`src/hdl/cpmr_pkg.sv`:
```
// shared constants, types and state layout of the programming-model register set
package cpmr_pkg;
    localparam logic [7:0] OFS_ACC = 8'h00;
    localparam logic [7:0] OFS_IDX = 8'h04;
    localparam logic [7:0] OFS_SP = 8'h08;
    localparam logic [7:0] OFS_PC = 8'h0C;
    localparam logic [7:0] OFS_CCR = 8'h10;
    localparam logic [7:0] OFS_CMD = 8'h14;
    localparam logic [7:0] OFS_STATUS = 8'h18;
    localparam logic [7:0] OFS_VECTOR = 8'h1C;

    localparam int SP_LOW_W = 6;
    localparam int PC_LOW_W = 13;
    localparam int STACK_DEPTH = 64;
    localparam logic [15:0] SP_RESET = 16'h00FF;
    localparam logic [9:0] SP_FIXED_HIGH = 10'h003;
    localparam logic [2:0] PC_FIXED_HIGH = 3'h0;
    localparam logic [2:0] CCR_FIXED_HIGH = 3'h7;
    localparam logic [7:0] ACC_RESET = 8'h00;
    localparam logic [7:0] IDX_RESET = 8'h00;
    localparam logic [12:0] PC_RESET = 13'h0000;
    localparam logic [31:0] VECTOR_RESET = 32'h00000000;

    localparam logic [3:0] MUL_CYCLES = 4'hB;
    localparam logic [3:0] MUL_STEPS = 4'h8;
    localparam logic [3:0] BYTE_STACK_BYTES = 4'h1;
    localparam logic [3:0] CALL_STACK_BYTES = 4'h2;
    localparam logic [3:0] INT_STACK_BYTES = 4'h5;

    localparam int CMD_OP_LSB = 0;
    localparam int CMD_ALU_LSB = 8;
    localparam int CMD_OPERAND_LSB = 16;
    localparam int VEC_HW_LSB = 0;
    localparam int VEC_SW_LSB = 16;
    localparam int STAT_BUSY = 0;
    localparam int STAT_PEND = 1;
    localparam int STAT_COUNT_LSB = 4;

    typedef enum logic [4:0] {
        CMD_NOP, CMD_ALU_ACC, CMD_ALU_IDX, CMD_TAX, CMD_TXA, CMD_PUSH_ACC, CMD_PULL_ACC,
        CMD_CALL, CMD_RETURN, CMD_SOFT_INT, CMD_INTERRUPT_RETURN_OP, CMD_STACK_POINTER_RELOAD_OP,
        CMD_FETCH, CMD_JUMP, CMD_EIGHT_BY_EIGHT_PRODUCT, CMD_MASK_CLEAR, CMD_MASK_SET,
        CMD_CARRY_CLEAR, CMD_CARRY_SET
    } cpmr_cmd_type;

    typedef enum logic [4:0] {
        ALU_ADD, ALU_ADC, ALU_SUB, ALU_SBC, ALU_CMP, ALU_AND, ALU_OR, ALU_EOR, ALU_BIT, ALU_LOAD,
        ALU_INC, ALU_DEC, ALU_NEG, ALU_COM, ALU_LSL, ALU_LSR, ALU_ASR, ALU_ROL, ALU_ROR, ALU_CLR, ALU_TST
    } cpmr_alu_type;

    typedef enum logic [1:0] {SEQ_IDLE, SEQ_PUSH, SEQ_PULL, SEQ_PRODUCT} cpmr_seq_type;
    typedef enum logic [1:0] {FRAME_BYTE, FRAME_CALL, FRAME_INTERRUPT} cpmr_frame_type;

    typedef struct packed {
        logic h;
        logic i;
        logic n;
        logic z;
        logic c;
    } cpmr_flags_type;

    typedef struct packed {
        logic [7:0] result;
        logic writeBack;
        cpmr_flags_type flags;
        cpmr_flags_type touched;
    } cpmr_alu_out_type;

    typedef struct packed {
        logic [7:0] acc;
        logic [7:0] idx;
        logic [SP_LOW_W-1:0] sp;
        logic [PC_LOW_W-1:0] pc;
        cpmr_flags_type flags;
        logic [31:0] vector;
        cpmr_seq_type seq;
        cpmr_frame_type frame;
        logic swInt;
        logic [3:0] count;
        logic [PC_LOW_W-1:0] target;
        logic [15:0] product;
        logic [7:0] mcand;
        logic irqPending;
        logic ack;
        logic [31:0] rdData;
        logic [STACK_DEPTH-1:0][7:0] stack;
    } cpmr_state_type;

    localparam cpmr_state_type STATE_RESET = '{
        acc: ACC_RESET, idx: IDX_RESET, sp: SP_RESET[SP_LOW_W-1:0], pc: PC_RESET,
        flags: '{h: 1'b0, i: 1'b1, n: 1'b0, z: 1'b0, c: 1'b0}, vector: VECTOR_RESET,
        seq: SEQ_IDLE, frame: FRAME_BYTE, swInt: 1'b0, count: 4'h0, target: PC_RESET,
        product: 16'h0000, mcand: 8'h00, irqPending: 1'b0, ack: 1'b0, rdData: 32'h00000000,
        stack: '0
    };
endpackage : cpmr_pkg

```
`src/hdl/cpmr_alu.sv`:
```
// combinational arithmetic/logic unit with per-flag update mask
`timescale 1ns/10ps
module cpmr_alu
    import cpmr_pkg::*;
(
    input wire cpmr_alu_type op, // selected operation
    input wire logic [7:0] operandA, // register operand
    input wire logic [7:0] operandM, // immediate or memory operand
    input wire logic carryIn, // current carry flag
    output cpmr_alu_out_type aluOut // result, write-back and flag updates
);
    logic [8:0] sum;
    logic [8:0] diff;
    logic useCarry;

    always_comb begin
        useCarry = (op == ALU_ADC) || (op == ALU_SBC);
        sum = {1'b0, operandA} + {1'b0, operandM} + {8'h00, useCarry & carryIn};
        diff = {1'b0, operandA} - {1'b0, operandM} - {8'h00, useCarry & carryIn};
        aluOut = '0;
        aluOut.writeBack = 1'b1;
        aluOut.touched.n = 1'b1;
        aluOut.touched.z = 1'b1;
        unique case (op)
            ALU_ADD, ALU_ADC: begin
                aluOut.result = sum[7:0];
                aluOut.flags.c = sum[8];
                aluOut.flags.h = (operandA[3] & operandM[3]) | (operandM[3] & ~sum[3])
                    | (~sum[3] & operandA[3]);
                aluOut.touched.h = 1'b1;
                aluOut.touched.c = 1'b1;
            end
            ALU_SUB, ALU_SBC, ALU_CMP: begin
                aluOut.result = diff[7:0];
                aluOut.flags.c = diff[8];
                aluOut.touched.c = 1'b1;
                aluOut.writeBack = (op != ALU_CMP);
            end
            ALU_AND, ALU_BIT: begin
                aluOut.result = operandA & operandM;
                aluOut.writeBack = (op == ALU_AND);
            end
            ALU_OR: aluOut.result = operandA | operandM;
            ALU_EOR: aluOut.result = operandA ^ operandM;
            ALU_LOAD: aluOut.result = operandM;
            ALU_INC: aluOut.result = operandA + 8'h01;
            ALU_DEC: aluOut.result = operandA - 8'h01;
            ALU_NEG: begin
                aluOut.result = 8'h00 - operandA;
                aluOut.flags.c = (operandA != 8'h00);
                aluOut.touched.c = 1'b1;
            end
            ALU_COM: begin
                aluOut.result = ~operandA;
                aluOut.flags.c = 1'b1;
                aluOut.touched.c = 1'b1;
            end
            ALU_LSL, ALU_ROL: begin
                aluOut.result = {operandA[6:0], (op == ALU_ROL) & carryIn};
                aluOut.flags.c = operandA[7];
                aluOut.touched.c = 1'b1;
            end
            ALU_LSR, ALU_ASR, ALU_ROR: begin
                aluOut.result = {(op == ALU_ASR) ? operandA[7] : ((op == ALU_ROR) & carryIn), operandA[7:1]};
                aluOut.flags.c = operandA[0];
                aluOut.touched.c = 1'b1;
            end
            ALU_CLR: aluOut.result = 8'h00;
            ALU_TST: begin
                aluOut.result = operandA;
                aluOut.writeBack = 1'b0;
            end
            default: begin
                // undefined code: no write and no flag change
                aluOut.writeBack = 1'b0;
                aluOut.touched = '0;
            end
        endcase
        aluOut.flags.n = aluOut.result[7];
        aluOut.flags.z = (aluOut.result == 8'h00);
    end
endmodule : cpmr_alu

```
`src/hdl/cpmr_regs.sv`:
```
// programming-model registers, stack sequencer and multiply chain behind a wishbone slave
//
// Decided for this implementation: the Wishbone register port and the register addresses.
`timescale 1ns/10ps
module cpmr_regs
    import cpmr_pkg::*;
(
    input wire logic clk, // system clock, 100 MHz
    input wire logic reset_n, // asynchronous reset, active low
    input wire logic wb_cyc_i, // wishbone cycle
    input wire logic wb_stb_i, // wishbone strobe
    input wire logic wb_we_i, // wishbone write enable
    input wire logic [7:0] wb_adr_i, // wishbone byte address
    input wire logic [3:0] wb_sel_i, // wishbone byte lane selects
    input wire logic [31:0] wb_dat_i, // wishbone write data
    output logic [31:0] wb_dat_o, // wishbone read data
    output logic wb_ack_o, // wishbone acknowledge
    input wire logic irqRequest, // external interrupt request, active high level
    output logic busy // sequencer running, commands ignored
);
    cpmr_state_type r;
    cpmr_state_type n;
    cpmr_alu_out_type aluOut;
    cpmr_cmd_type cmdOp;
    logic [31:0] cmdWord;
    logic [31:0] wrWord;
    logic busReq;
    logic busWrite;
    logic cmdAccepted;
    logic pendClear;
    logic [SP_LOW_W-1:0] spInc;
    logic [7:0] pulled;
    logic [8:0] stepSum;
    logic [16:0] stepWide;

    function automatic logic [31:0] applySel(input logic [31:0] oldWord, input logic [31:0] newWord,
                                             input logic [3:0] sel);
        logic [31:0] w;
        w = oldWord;
        for (int b = 0; b < 4; b++) begin
            if (sel[b]) begin
                w[8*b +: 8] = newWord[8*b +: 8];
            end
        end
        return w;
    endfunction : applySel

    function automatic logic [3:0] frameLen(input cpmr_frame_type frame);
        unique case (frame)
            FRAME_CALL: return CALL_STACK_BYTES;
            FRAME_INTERRUPT: return INT_STACK_BYTES;
            default: return BYTE_STACK_BYTES;
        endcase
    endfunction : frameLen

    function automatic logic [31:0] regRead(input cpmr_state_type st, input logic [7:0] adr);
        logic [31:0] w;
        w = 32'h00000000;
        unique case (adr)
            OFS_ACC: w = {24'h000000, st.acc};
            OFS_IDX: w = {24'h000000, st.idx};
            OFS_SP: w = {16'h0000, SP_FIXED_HIGH, st.sp};
            OFS_PC: w = {16'h0000, PC_FIXED_HIGH, st.pc};
            OFS_CCR: w = {24'h000000, CCR_FIXED_HIGH, st.flags};
            OFS_STATUS: begin
                w[STAT_BUSY] = (st.seq != SEQ_IDLE);
                w[STAT_PEND] = st.irqPending;
                w[STAT_COUNT_LSB +: 4] = st.count;
            end
            OFS_VECTOR: w = st.vector;
            default: w = 32'h00000000;
        endcase
        return w;
    endfunction : regRead

    // byte order on the stack; pulls walk the same list backwards
    function automatic logic [7:0] pushByte(input cpmr_state_type st);
        logic [7:0] b;
        b = st.acc;
        if (st.frame == FRAME_CALL) begin
            b = (st.count == 4'h0) ? st.pc[7:0] : {PC_FIXED_HIGH, st.pc[PC_LOW_W-1:8]};
        end else if (st.frame == FRAME_INTERRUPT) begin
            unique case (st.count)
                4'h0: b = st.pc[7:0];
                4'h1: b = {PC_FIXED_HIGH, st.pc[PC_LOW_W-1:8]};
                4'h2: b = st.idx;
                4'h3: b = st.acc;
                default: b = {CCR_FIXED_HIGH, st.flags};
            endcase
        end
        return b;
    endfunction : pushByte

    assign cmdWord = applySel(32'h00000000, wb_dat_i, wb_sel_i);
    assign cmdOp = cpmr_cmd_type'(cmdWord[CMD_OP_LSB +: 5]);
    assign busReq = wb_cyc_i & wb_stb_i & ~r.ack;
    // writes land on the edge where the master sees ack
    assign busWrite = wb_cyc_i & wb_stb_i & wb_we_i & r.ack;
    assign wrWord = applySel(regRead(r, wb_adr_i), wb_dat_i, wb_sel_i);
    assign cmdAccepted = busWrite && (wb_adr_i == OFS_CMD) && (r.seq == SEQ_IDLE);
    assign spInc = r.sp + 6'h01;
    assign pulled = r.stack[spInc];
    assign stepSum = {1'b0, r.product[15:8]} + {1'b0, r.mcand};
    assign stepWide = r.product[0] ? {stepSum, r.product[7:0]} : {1'b0, r.product};

    cpmr_alu u_alu (
        .op(cpmr_alu_type'(cmdWord[CMD_ALU_LSB +: 5])),
        .operandA((cmdOp == CMD_ALU_IDX) ? r.idx : r.acc),
        .operandM(cmdWord[CMD_OPERAND_LSB +: 8]),
        .carryIn(r.flags.c),
        .aluOut(aluOut)
    );

    always_comb begin
        n = r;
        pendClear = 1'b0;
        n.ack = busReq;
        if (busReq) begin
            n.rdData = regRead(r, wb_adr_i);
        end

        unique case (r.seq)
            SEQ_IDLE: begin
            end
            SEQ_PUSH: begin
                n.stack[r.sp] = pushByte(r);
                n.sp = r.sp - 6'h01;
                n.count = r.count + 4'h1;
                if (r.count == frameLen(r.frame) - 4'h1) begin
                    n.seq = SEQ_IDLE;
                    n.count = 4'h0;
                    if (r.frame == FRAME_CALL) begin
                        n.pc = r.target;
                    end else if (r.frame == FRAME_INTERRUPT) begin
                        // mask is set only after every register is on the stack
                        n.flags.i = 1'b1;
                        n.pc = r.swInt ? r.vector[VEC_SW_LSB +: PC_LOW_W] : r.vector[VEC_HW_LSB +: PC_LOW_W];
                        pendClear = ~r.swInt;
                    end
                end
            end
            SEQ_PULL: begin
                n.sp = spInc;
                n.count = r.count + 4'h1;
                unique case (r.frame)
                    FRAME_CALL: begin
                        if (r.count == 4'h0) begin
                            n.pc[PC_LOW_W-1:8] = pulled[4:0];
                        end else begin
                            n.pc[7:0] = pulled;
                        end
                    end
                    FRAME_INTERRUPT: begin
                        unique case (r.count)
                            4'h0: n.flags = cpmr_flags_type'(pulled[4:0]);
                            4'h1: n.acc = pulled;
                            4'h2: n.idx = pulled;
                            4'h3: n.pc[PC_LOW_W-1:8] = pulled[4:0];
                            default: n.pc[7:0] = pulled;
                        endcase
                    end
                    default: n.acc = pulled;
                endcase
                if (r.count == frameLen(r.frame) - 4'h1) begin
                    n.seq = SEQ_IDLE;
                    n.count = 4'h0;
                end
            end
            SEQ_PRODUCT: begin
                n.count = r.count + 4'h1;
                if (r.count < MUL_STEPS) begin
                    n.product = stepWide[16:1];
                end
                if (r.count == MUL_CYCLES - 4'h1) begin
                    n.idx = r.product[15:8];
                    n.acc = r.product[7:0];
                    n.flags.h = 1'b0;
                    n.flags.c = 1'b0;
                    n.seq = SEQ_IDLE;
                    n.count = 4'h0;
                end
            end
        endcase

        if (cmdAccepted) begin
            unique case (cmdOp)
                CMD_NOP: begin
                end
                CMD_ALU_ACC, CMD_ALU_IDX: begin
                    if (aluOut.writeBack && cmdOp == CMD_ALU_ACC) begin
                        n.acc = aluOut.result;
                    end
                    if (aluOut.writeBack && cmdOp == CMD_ALU_IDX) begin
                        n.idx = aluOut.result;
                    end
                    n.flags = cpmr_flags_type'((aluOut.flags & aluOut.touched)
                        | (r.flags & ~aluOut.touched));
                end
                CMD_TAX: n.idx = r.acc;
                CMD_TXA: n.acc = r.idx;
                CMD_PUSH_ACC, CMD_CALL, CMD_SOFT_INT: begin
                    n.seq = SEQ_PUSH;
                    n.count = 4'h0;
                    n.frame = (cmdOp == CMD_PUSH_ACC) ? FRAME_BYTE : (cmdOp == CMD_CALL) ? FRAME_CALL : FRAME_INTERRUPT;
                    n.swInt = 1'b1;
                    n.target = cmdWord[CMD_OPERAND_LSB +: PC_LOW_W];
                end
                CMD_PULL_ACC, CMD_RETURN, CMD_INTERRUPT_RETURN_OP: begin
                    n.seq = SEQ_PULL;
                    n.count = 4'h0;
                    n.frame = (cmdOp == CMD_PULL_ACC) ? FRAME_BYTE : (cmdOp == CMD_RETURN) ? FRAME_CALL : FRAME_INTERRUPT;
                end
                CMD_STACK_POINTER_RELOAD_OP: n.sp = SP_RESET[SP_LOW_W-1:0];
                CMD_FETCH: n.pc = r.pc + 13'h0001;
                CMD_JUMP: n.pc = cmdWord[CMD_OPERAND_LSB +: PC_LOW_W];
                CMD_EIGHT_BY_EIGHT_PRODUCT: begin
                    n.seq = SEQ_PRODUCT;
                    n.count = 4'h0;
                    n.product = {8'h00, r.acc};
                    n.mcand = r.idx;
                end
                CMD_MASK_CLEAR: n.flags.i = 1'b0;
                CMD_MASK_SET: n.flags.i = 1'b1;
                CMD_CARRY_CLEAR: n.flags.c = 1'b0;
                CMD_CARRY_SET: n.flags.c = 1'b1;
                default: begin
                end
            endcase
        end else if (r.seq == SEQ_IDLE && r.irqPending && !r.flags.i) begin
            // a command issued this cycle goes first; the request waits until the sequencer is idle again
            n.seq = SEQ_PUSH;
            n.count = 4'h0;
            n.frame = FRAME_INTERRUPT;
            n.swInt = 1'b0;
        end

        if (busWrite) begin
            unique case (wb_adr_i)
                OFS_ACC: n.acc = wrWord[7:0];
                OFS_IDX: n.idx = wrWord[7:0];
                OFS_SP: n.sp = wrWord[SP_LOW_W-1:0];
                OFS_PC: n.pc = wrWord[PC_LOW_W-1:0];
                OFS_CCR: n.flags = cpmr_flags_type'(wrWord[4:0]);
                OFS_VECTOR: n.vector = wrWord;
                default: begin
                end
            endcase
        end

        // a new request in the clearing cycle survives
        n.irqPending = irqRequest | (r.irqPending & ~pendClear);
    end

    always_ff @(posedge clk or negedge reset_n) begin
        if (!reset_n) begin
            r <= STATE_RESET;
        end else begin
            r <= n;
        end
    end

    assign wb_dat_o = r.rdData;
    assign wb_ack_o = r.ack;
    assign busy = (r.seq != SEQ_IDLE);
endmodule : cpmr_regs

```
`config.mk`:
```
export PLATFORM = sky130hd
export DESIGN_NAME = cpmr_regs
export DESIGN_NICKNAME = d
export VERILOG_FILES = /design/src/hdl/cpmr_pkg.sv /design/src/hdl/cpmr_alu.sv /design/src/hdl/cpmr_regs.sv
export SDC_FILE = /design/constraint.sdc
export NUM_CORES = 2
export LEC_CHECK = 0
export BUFFER_PORTS_ARGS = -buffer_cell sky130_fd_sc_hd__buf_4
export CAP_MARGIN = 20
export CELL_PAD_IN_SITES_DETAIL_PLACEMENT = 1
export CELL_PAD_IN_SITES_GLOBAL_PLACEMENT = 1
export CORE_ASPECT_RATIO = 1.25
export CORE_MARGIN = 2
export CORE_UTILIZATION = 40
export CTS_CLUSTER_DIAMETER = 80
export CTS_CLUSTER_SIZE = 16
export DETAILED_ROUTE_END_ITERATION = 6
export GPL_TIMING_DRIVEN = 0
export PLACE_DENSITY = 0.72
export SYNTH_ARGS = -nofsm -noshare
export SYNTH_HDL_FRONTEND = slang
export SYNTH_HIERARCHICAL = 1
export SYNTH_SLANG_ARGS = --single-unit
export TNS_END_PERCENT = 1
```
`constraint.sdc`:
```
create_clock -name clk -period 6.24 [get_ports clk]
set_clock_uncertainty 0.2 [all_clocks]
set_input_delay 0.936 -clock clk [delete_from_list [all_inputs] [get_ports clk]]
set_output_delay 0.936 -clock clk [all_outputs]
set_load 0.03 [all_outputs]
```
# Yosys cells after proc, flatten, opt, wreduce, memory -nomap -nowiden
# Index checks and enable logic that the tools add are counted.
# word_totals
latchBits	0
ramBits	0
romBits	0
n_memories	0
output_inout_bits	34
elab_cells	341
input_bits	50
register_bits	664
# op_classes
n_mul	0
order_cmp	4
bitwise_logic	26
muxes	110
n_eq_ne	62
div_mod_pow	0
n_addsub	14
n_reduce_logical	38
shift	0
# ops
operator	n
$bwmux W512	1
$mux W8	21
$pmux W8 S13	1
$eq A5 B4 Y1 const B	16
$mux W24	3
$mux W72	1
$mux W13	5
$pmux W13 S2	2
$bmux W8 S6	1
$demux W8 S6	1
$mux W16	3
$pmux W24 S2	1
$pmux W8 S2	3
$eq A5 B3 Y1 const B	8
$eq A5 B5 Y1 const B	8
$mux W40	1
$mux W5	8
$pmux W19 S2	1
$eq A8 B5 Y1 const B	4
$mux W32	1
$pmux W16 S2	1
$pmux W8 S4	1
$pmux W4 S7	1
$mux W4	6
73 further kinds	155

# Longest topological paths before layout
# depth
depth_word	16
depth_mapped	22
ltp_nobuf	21

# Modules after synthesis
# The synthesis kept the hierarchy.
# modules_own_cells
module	instances	area_per_inst_um2	cells_each	seq_area_each_um2
cpmr_regs	1	34852.2	3144	16624.7
cpmr_alu	1	2314.7	320	0.0

# Worst setup path before layout
# Ideal clock, no wire load.
# synth_path
path_kind	input to register
start	input port wb_dat_i[2]
end	register r[625] (netlist name)
t_required_ns	5.964
arrival_ns	5.110
path_buffers	1
path_slack_ns	0.854
cell_stages	22
setup_ns	0.076
cell_sequence	clkbuf_1 nor2_1 and4_1 nand2_1 mux2_2 inv_1 fa_1 inv_1 ha_1 nor2_1 fa_1 nand2b_1 a21oi_1 xor2_1 o2111a_1 nand4_1 or4b_1 nor4_2 inv_1 a31oi_1 o21ai_0 o21ai_1
# synth_lines
element	line_no	source
start, declared	cpmr_regs.sv:15	input wire logic [31:0] wb_dat_i,
end signal, assigned	cpmr_regs.sv:258	r <= n;
end, declared	cpmr_regs.sv:21	cpmr_state_type r;

==> reports/metrics.yaml <==
power:
  switching_power_mw: 7.60
  power.density_mw_per_mm2: 410
  pwr-share-comb: 0.471
  p_leak_nw: 17.8
  max-vdd-ir-drop_uv: 242
  p_seq_frac: 0.341
  power_report.internal_total_mw: 9.19
  share_clk_of_total_power: 0.189
  switching_fraction: 0.453
clock_tree:
  path_clk_slew_ps: 80
  h_tree_depth: 2
  root_buffer: "sky130_fd_sc_hd__clkbuf_16"
  cts-root-to-sink-buffers: 3
  cts_tree: "yes"
  clock-sinks: 664
  cts_hold_buffers_added: 0
  tritoncts_buffers: 50
  clk_latency_ps: 650
place:
  post-place-ws_ps: -448
  gp_congestion: 0.980
  dp_cells: 4765
  io_buffers: 75
  hpwlAfterDp_mm: 109
finish:
  nets: 3730
  post_route_cells_drive_above_1_share: 0.228
  fillers: 10100
  num_antenna_cells: 0
  stdcell_count: 4831
  p_r_area_growth_vs_syn_pct: 10.3
yosys:
  postSynthAreaPerCell_um2: 10.7
  netlist_top_cells_area: "sky130_fd_sc_hd__dfrtp_1 (44%), sky130_fd_sc_hd__mux2_2 (11%), sky130_fd_sc_hd__mux4_2 (8.2%)"
  synthCells: 3464
  postSynthRegisterBits: 664
  synth_cell_types: 108
  postSynth.asyncResetShare: 1.00
  synth-warning-count: 6
  post_synth_most_frequent_cells: "sky130_fd_sc_hd__dfrtp_1 (657), sky130_fd_sc_hd__nand2_1 (484), sky130_fd_sc_hd__mux2_2 (356)"
  synth.top_cell.area_share: 0.442
  netlist_area_mm2: 0.0372
  synth_ff_type: "sky130_fd_sc_hd__dfrtp_1"
  yosys.cell_count.top_type: "sky130_fd_sc_hd__dfrtp_1"
  synth_enable_flop_cells: 0
  synth-seq-area-share: 0.447
  synth_area_leader_cell: "sky130_fd_sc_hd__dfrtp_1"
setup_path:
  worst-r2r-cell-count: 16
  crit_required_ps: 6540
  worst-setup-path-type: "reg2reg"
  critical_path.reg2reg.startpoint: "r[642]$_DFF_PN1_"
  r2r_setup_slk_ps: -130
  critPathArrivalTime_ps: 6670
  rr_endpoint: "r[635]$_DFF_PN0_"
  setup.worst_path.start_class: "flip-flop"
  worstPathMaxFanout: 10
  crit_path_end_kind: "flip-flop"
die:
  chipHeight_um: 345
  placementRows: 125
  start_util: 0.401
  dieArea_mm2: 0.0954
  top_level_ports: 84
  coreArea_mm2: 0.0926
  fp.dieW_um: 277
sta:
  final_period_util: 1.02
  fmaxAchievable_mhz: 157
  final-hold-violation-count: 0
  setup_violations: 3
  rsz0062_at_grt: "false"
  post-route-worst-setup-slack_ps: -127
  timing.final.max_slew_violations: 0
  slew_headroom: 0.201
  worst-slew-pin-transition_ps: 1200
  tmin_final_ps: 6370
drt:
  drc: 0
  vias: 30600
  post_drt_via_cell_ratio: 6.33
  wire_per_inst_um: 30.7
  postRouteWirelength_mm: 148
  drt-initial-drc-count: 2845
  drtAntennaViolNets: 0
  first_pass_iters: 5
run_status:
  violations_in_the_final_reports: "setup timing"
  result_of_the_run: "finished, violations left"
global_route:
  initial_antenna_violation_count: 1
  grt_usage: 0.309
  grt_pass1_vias: 31800
  global_route.overflow_total: 0
  grt_pass1_wl_mm: 218
  pin_count_of_the_biggest_net_entering_global_routing: 109
run:
  maxCapViolations: 0
hold_path:
  timing.hold.worst.class: "in2async"
==> cell type report <==
| cell class | count | area (um2) | share of cell area |
|---|---|---|---|
| Clock inverter | 11 | 135 | 0.00330 |
| Inverter | 66 | 248 | 0.00604 |
| Timing Repair Buffer | 97 | 888 | 0.0217 |
| Multi-Input combinational cell | 2435 | 18800 | 0.460 |
| Clock buffer | 52 | 1280 | 0.0312 |
| Sequential cell | 664 | 16600 | 0.406 |
| Buffer | 300 | 1470 | 0.0359 |
| Tap cell | 1206 | 1510 | 0.0368 |
==> what timing repair did <==
| item | CTS | global route |
|---|---|---|
| setup buffers | 0 | 1 |
| setup endpoints to repair | 0 | 4 |
| gates resized for setup | 0 | 1 |
==> registers in the layout (all words and copies together), names as in the netlist <==
| register | cells |
|---|---|
| r | 631 |
| wb_ack_o | 1 |
| wb_dat_o | 32 |
==> cell families after synthesis <==
group / Yosys count / share of synthesized area
DFF: 664 / 0.447
adders and majority gates: 66 / 0.0234
other: 1 / 0.000101
AOI/OAI and AO/OA: 779 / 0.137
buffers and inverters: 366 / 0.0462
and+or+nand+nor: 977 / 0.124
muxes: 563 / 0.210
xor gates and xnor gates: 48 / 0.0119
==> worst max-delay path by stage <==
stage / from / endpoint / slack, ps / depth (start not counted)
after floorplan: wb_dat_i[2] / r[625]$_DFF_PN0_ / 850 / 22
after global placement: reset_n / r[6]$_DFFE_PN0P_ / -3760 / 1
after detailed placement: wb_dat_i[2] / r[653]$_DFF_PN0_ / -450 / 18
after CTS: r[642]$_DFF_PN1_ / r[635]$_DFF_PN0_ / 60 / 16
after global routing: wb_dat_i[3] / r[653]$_DFF_PN0_ / 40 / 18
final: r[642]$_DFF_PN1_ / r[635]$_DFF_PN0_ / -130 / 16
==> through the flow <==
step	util	area [um2]	total power, mW	setup TNS (ps)	hold WS [ps]
after floorplan	-	37200	9.91	0	240
after global placement	0.424	39200	13.1	-2423760	253
after detailed placement	0.427	39600	13.4	-2050	260
after CTS	0.442	41000	16.6	0	99.1
after global routing	0.443	41000	17.3	0	130
final	0.443	41000	16.8	-140	78.2
==> routing by layer <==
layer / part of all wire / track usage
met1: 0.38 / 0.365
met2: 0.48 / 0.522
met3: 0.061 / 0.0442
met4: 0.083 / 0.221
met5: 0 / 0
==> worst max-delay path, cell delays in order, from the launching register on <==
cell                       delay [ps]
sky130_fd_sc_hd__dfstp_2          550
sky130_fd_sc_hd__buf_6            190
sky130_fd_sc_hd__buf_6            250
sky130_fd_sc_hd__buf_6            300
sky130_fd_sc_hd__buf_4            380
sky130_fd_sc_hd__inv_1            230
sky130_fd_sc_hd__ha_1             400
sky130_fd_sc_hd__buf_4            360
sky130_fd_sc_hd__buf_4            410
sky130_fd_sc_hd__buf_1            610
sky130_fd_sc_hd__buf_6            240
sky130_fd_sc_hd__mux4_2           360
sky130_fd_sc_hd__a221oi_1         540
sky130_fd_sc_hd__a311o_1          200
sky130_fd_sc_hd__nand3_1          340
sky130_fd_sc_hd__a31oi_1          470
sky130_fd_sc_hd__a21oi_1          140
==> placed cells by master (no fill, tap or decap), types with 15 or more instances in the layout <==
| cell type | instances |
|---|---|
| sky130_fd_sc_hd__buf_4 | 130 |
| sky130_fd_sc_hd__mux2_2 | 356 |
| sky130_fd_sc_hd__o21ai_1 | 21 |
| sky130_fd_sc_hd__a31oi_1 | 31 |
| sky130_fd_sc_hd__nor3_1 | 47 |
| sky130_fd_sc_hd__and3_1 | 18 |
| sky130_fd_sc_hd__a21oi_1 | 100 |
| sky130_fd_sc_hd__clkbuf_16 | 50 |
| sky130_fd_sc_hd__nand4_1 | 21 |
| sky130_fd_sc_hd__a22oi_1 | 38 |
| sky130_fd_sc_hd__o22ai_1 | 21 |
| sky130_fd_sc_hd__xor2_1 | 15 |
| sky130_fd_sc_hd__clkbuf_1 | 189 |
| sky130_fd_sc_hd__a22o_1 | 24 |
| sky130_fd_sc_hd__o21ai_0 | 286 |
| sky130_fd_sc_hd__o211ai_1 | 25 |
| sky130_fd_sc_hd__xnor2_1 | 30 |
| sky130_fd_sc_hd__dfrtp_1 | 657 |
| sky130_fd_sc_hd__a221oi_1 | 30 |
| sky130_fd_sc_hd__a211oi_1 | 20 |
| sky130_fd_sc_hd__ha_1 | 60 |
| sky130_fd_sc_hd__nand3_1 | 62 |
| sky130_fd_sc_hd__buf_2 | 39 |
| sky130_fd_sc_hd__inv_1 | 64 |
| sky130_fd_sc_hd__mux4_2 | 136 |
| sky130_fd_sc_hd__a221o_1 | 18 |
| sky130_fd_sc_hd__mux2i_1 | 61 |
| sky130_fd_sc_hd__and2_1 | 26 |
| sky130_fd_sc_hd__nand2_1 | 484 |
| sky130_fd_sc_hd__nor2_1 | 171 |
==> power groups by stage <==
stage	Sequential (mW)	Clock, mW	Combinational (mW)
6_report	5.72	3.17	7.90
5_1_grt	5.81	3.36	8.14
4_1_cts	5.70	3.23	7.70
3_5_place_dp	5.78	0	7.67
3_3_place_gp	5.72	0	7.42
2_1_floorplan	5.56	0	4.34
Note: power is estimated with default switching activity, not from simulation.
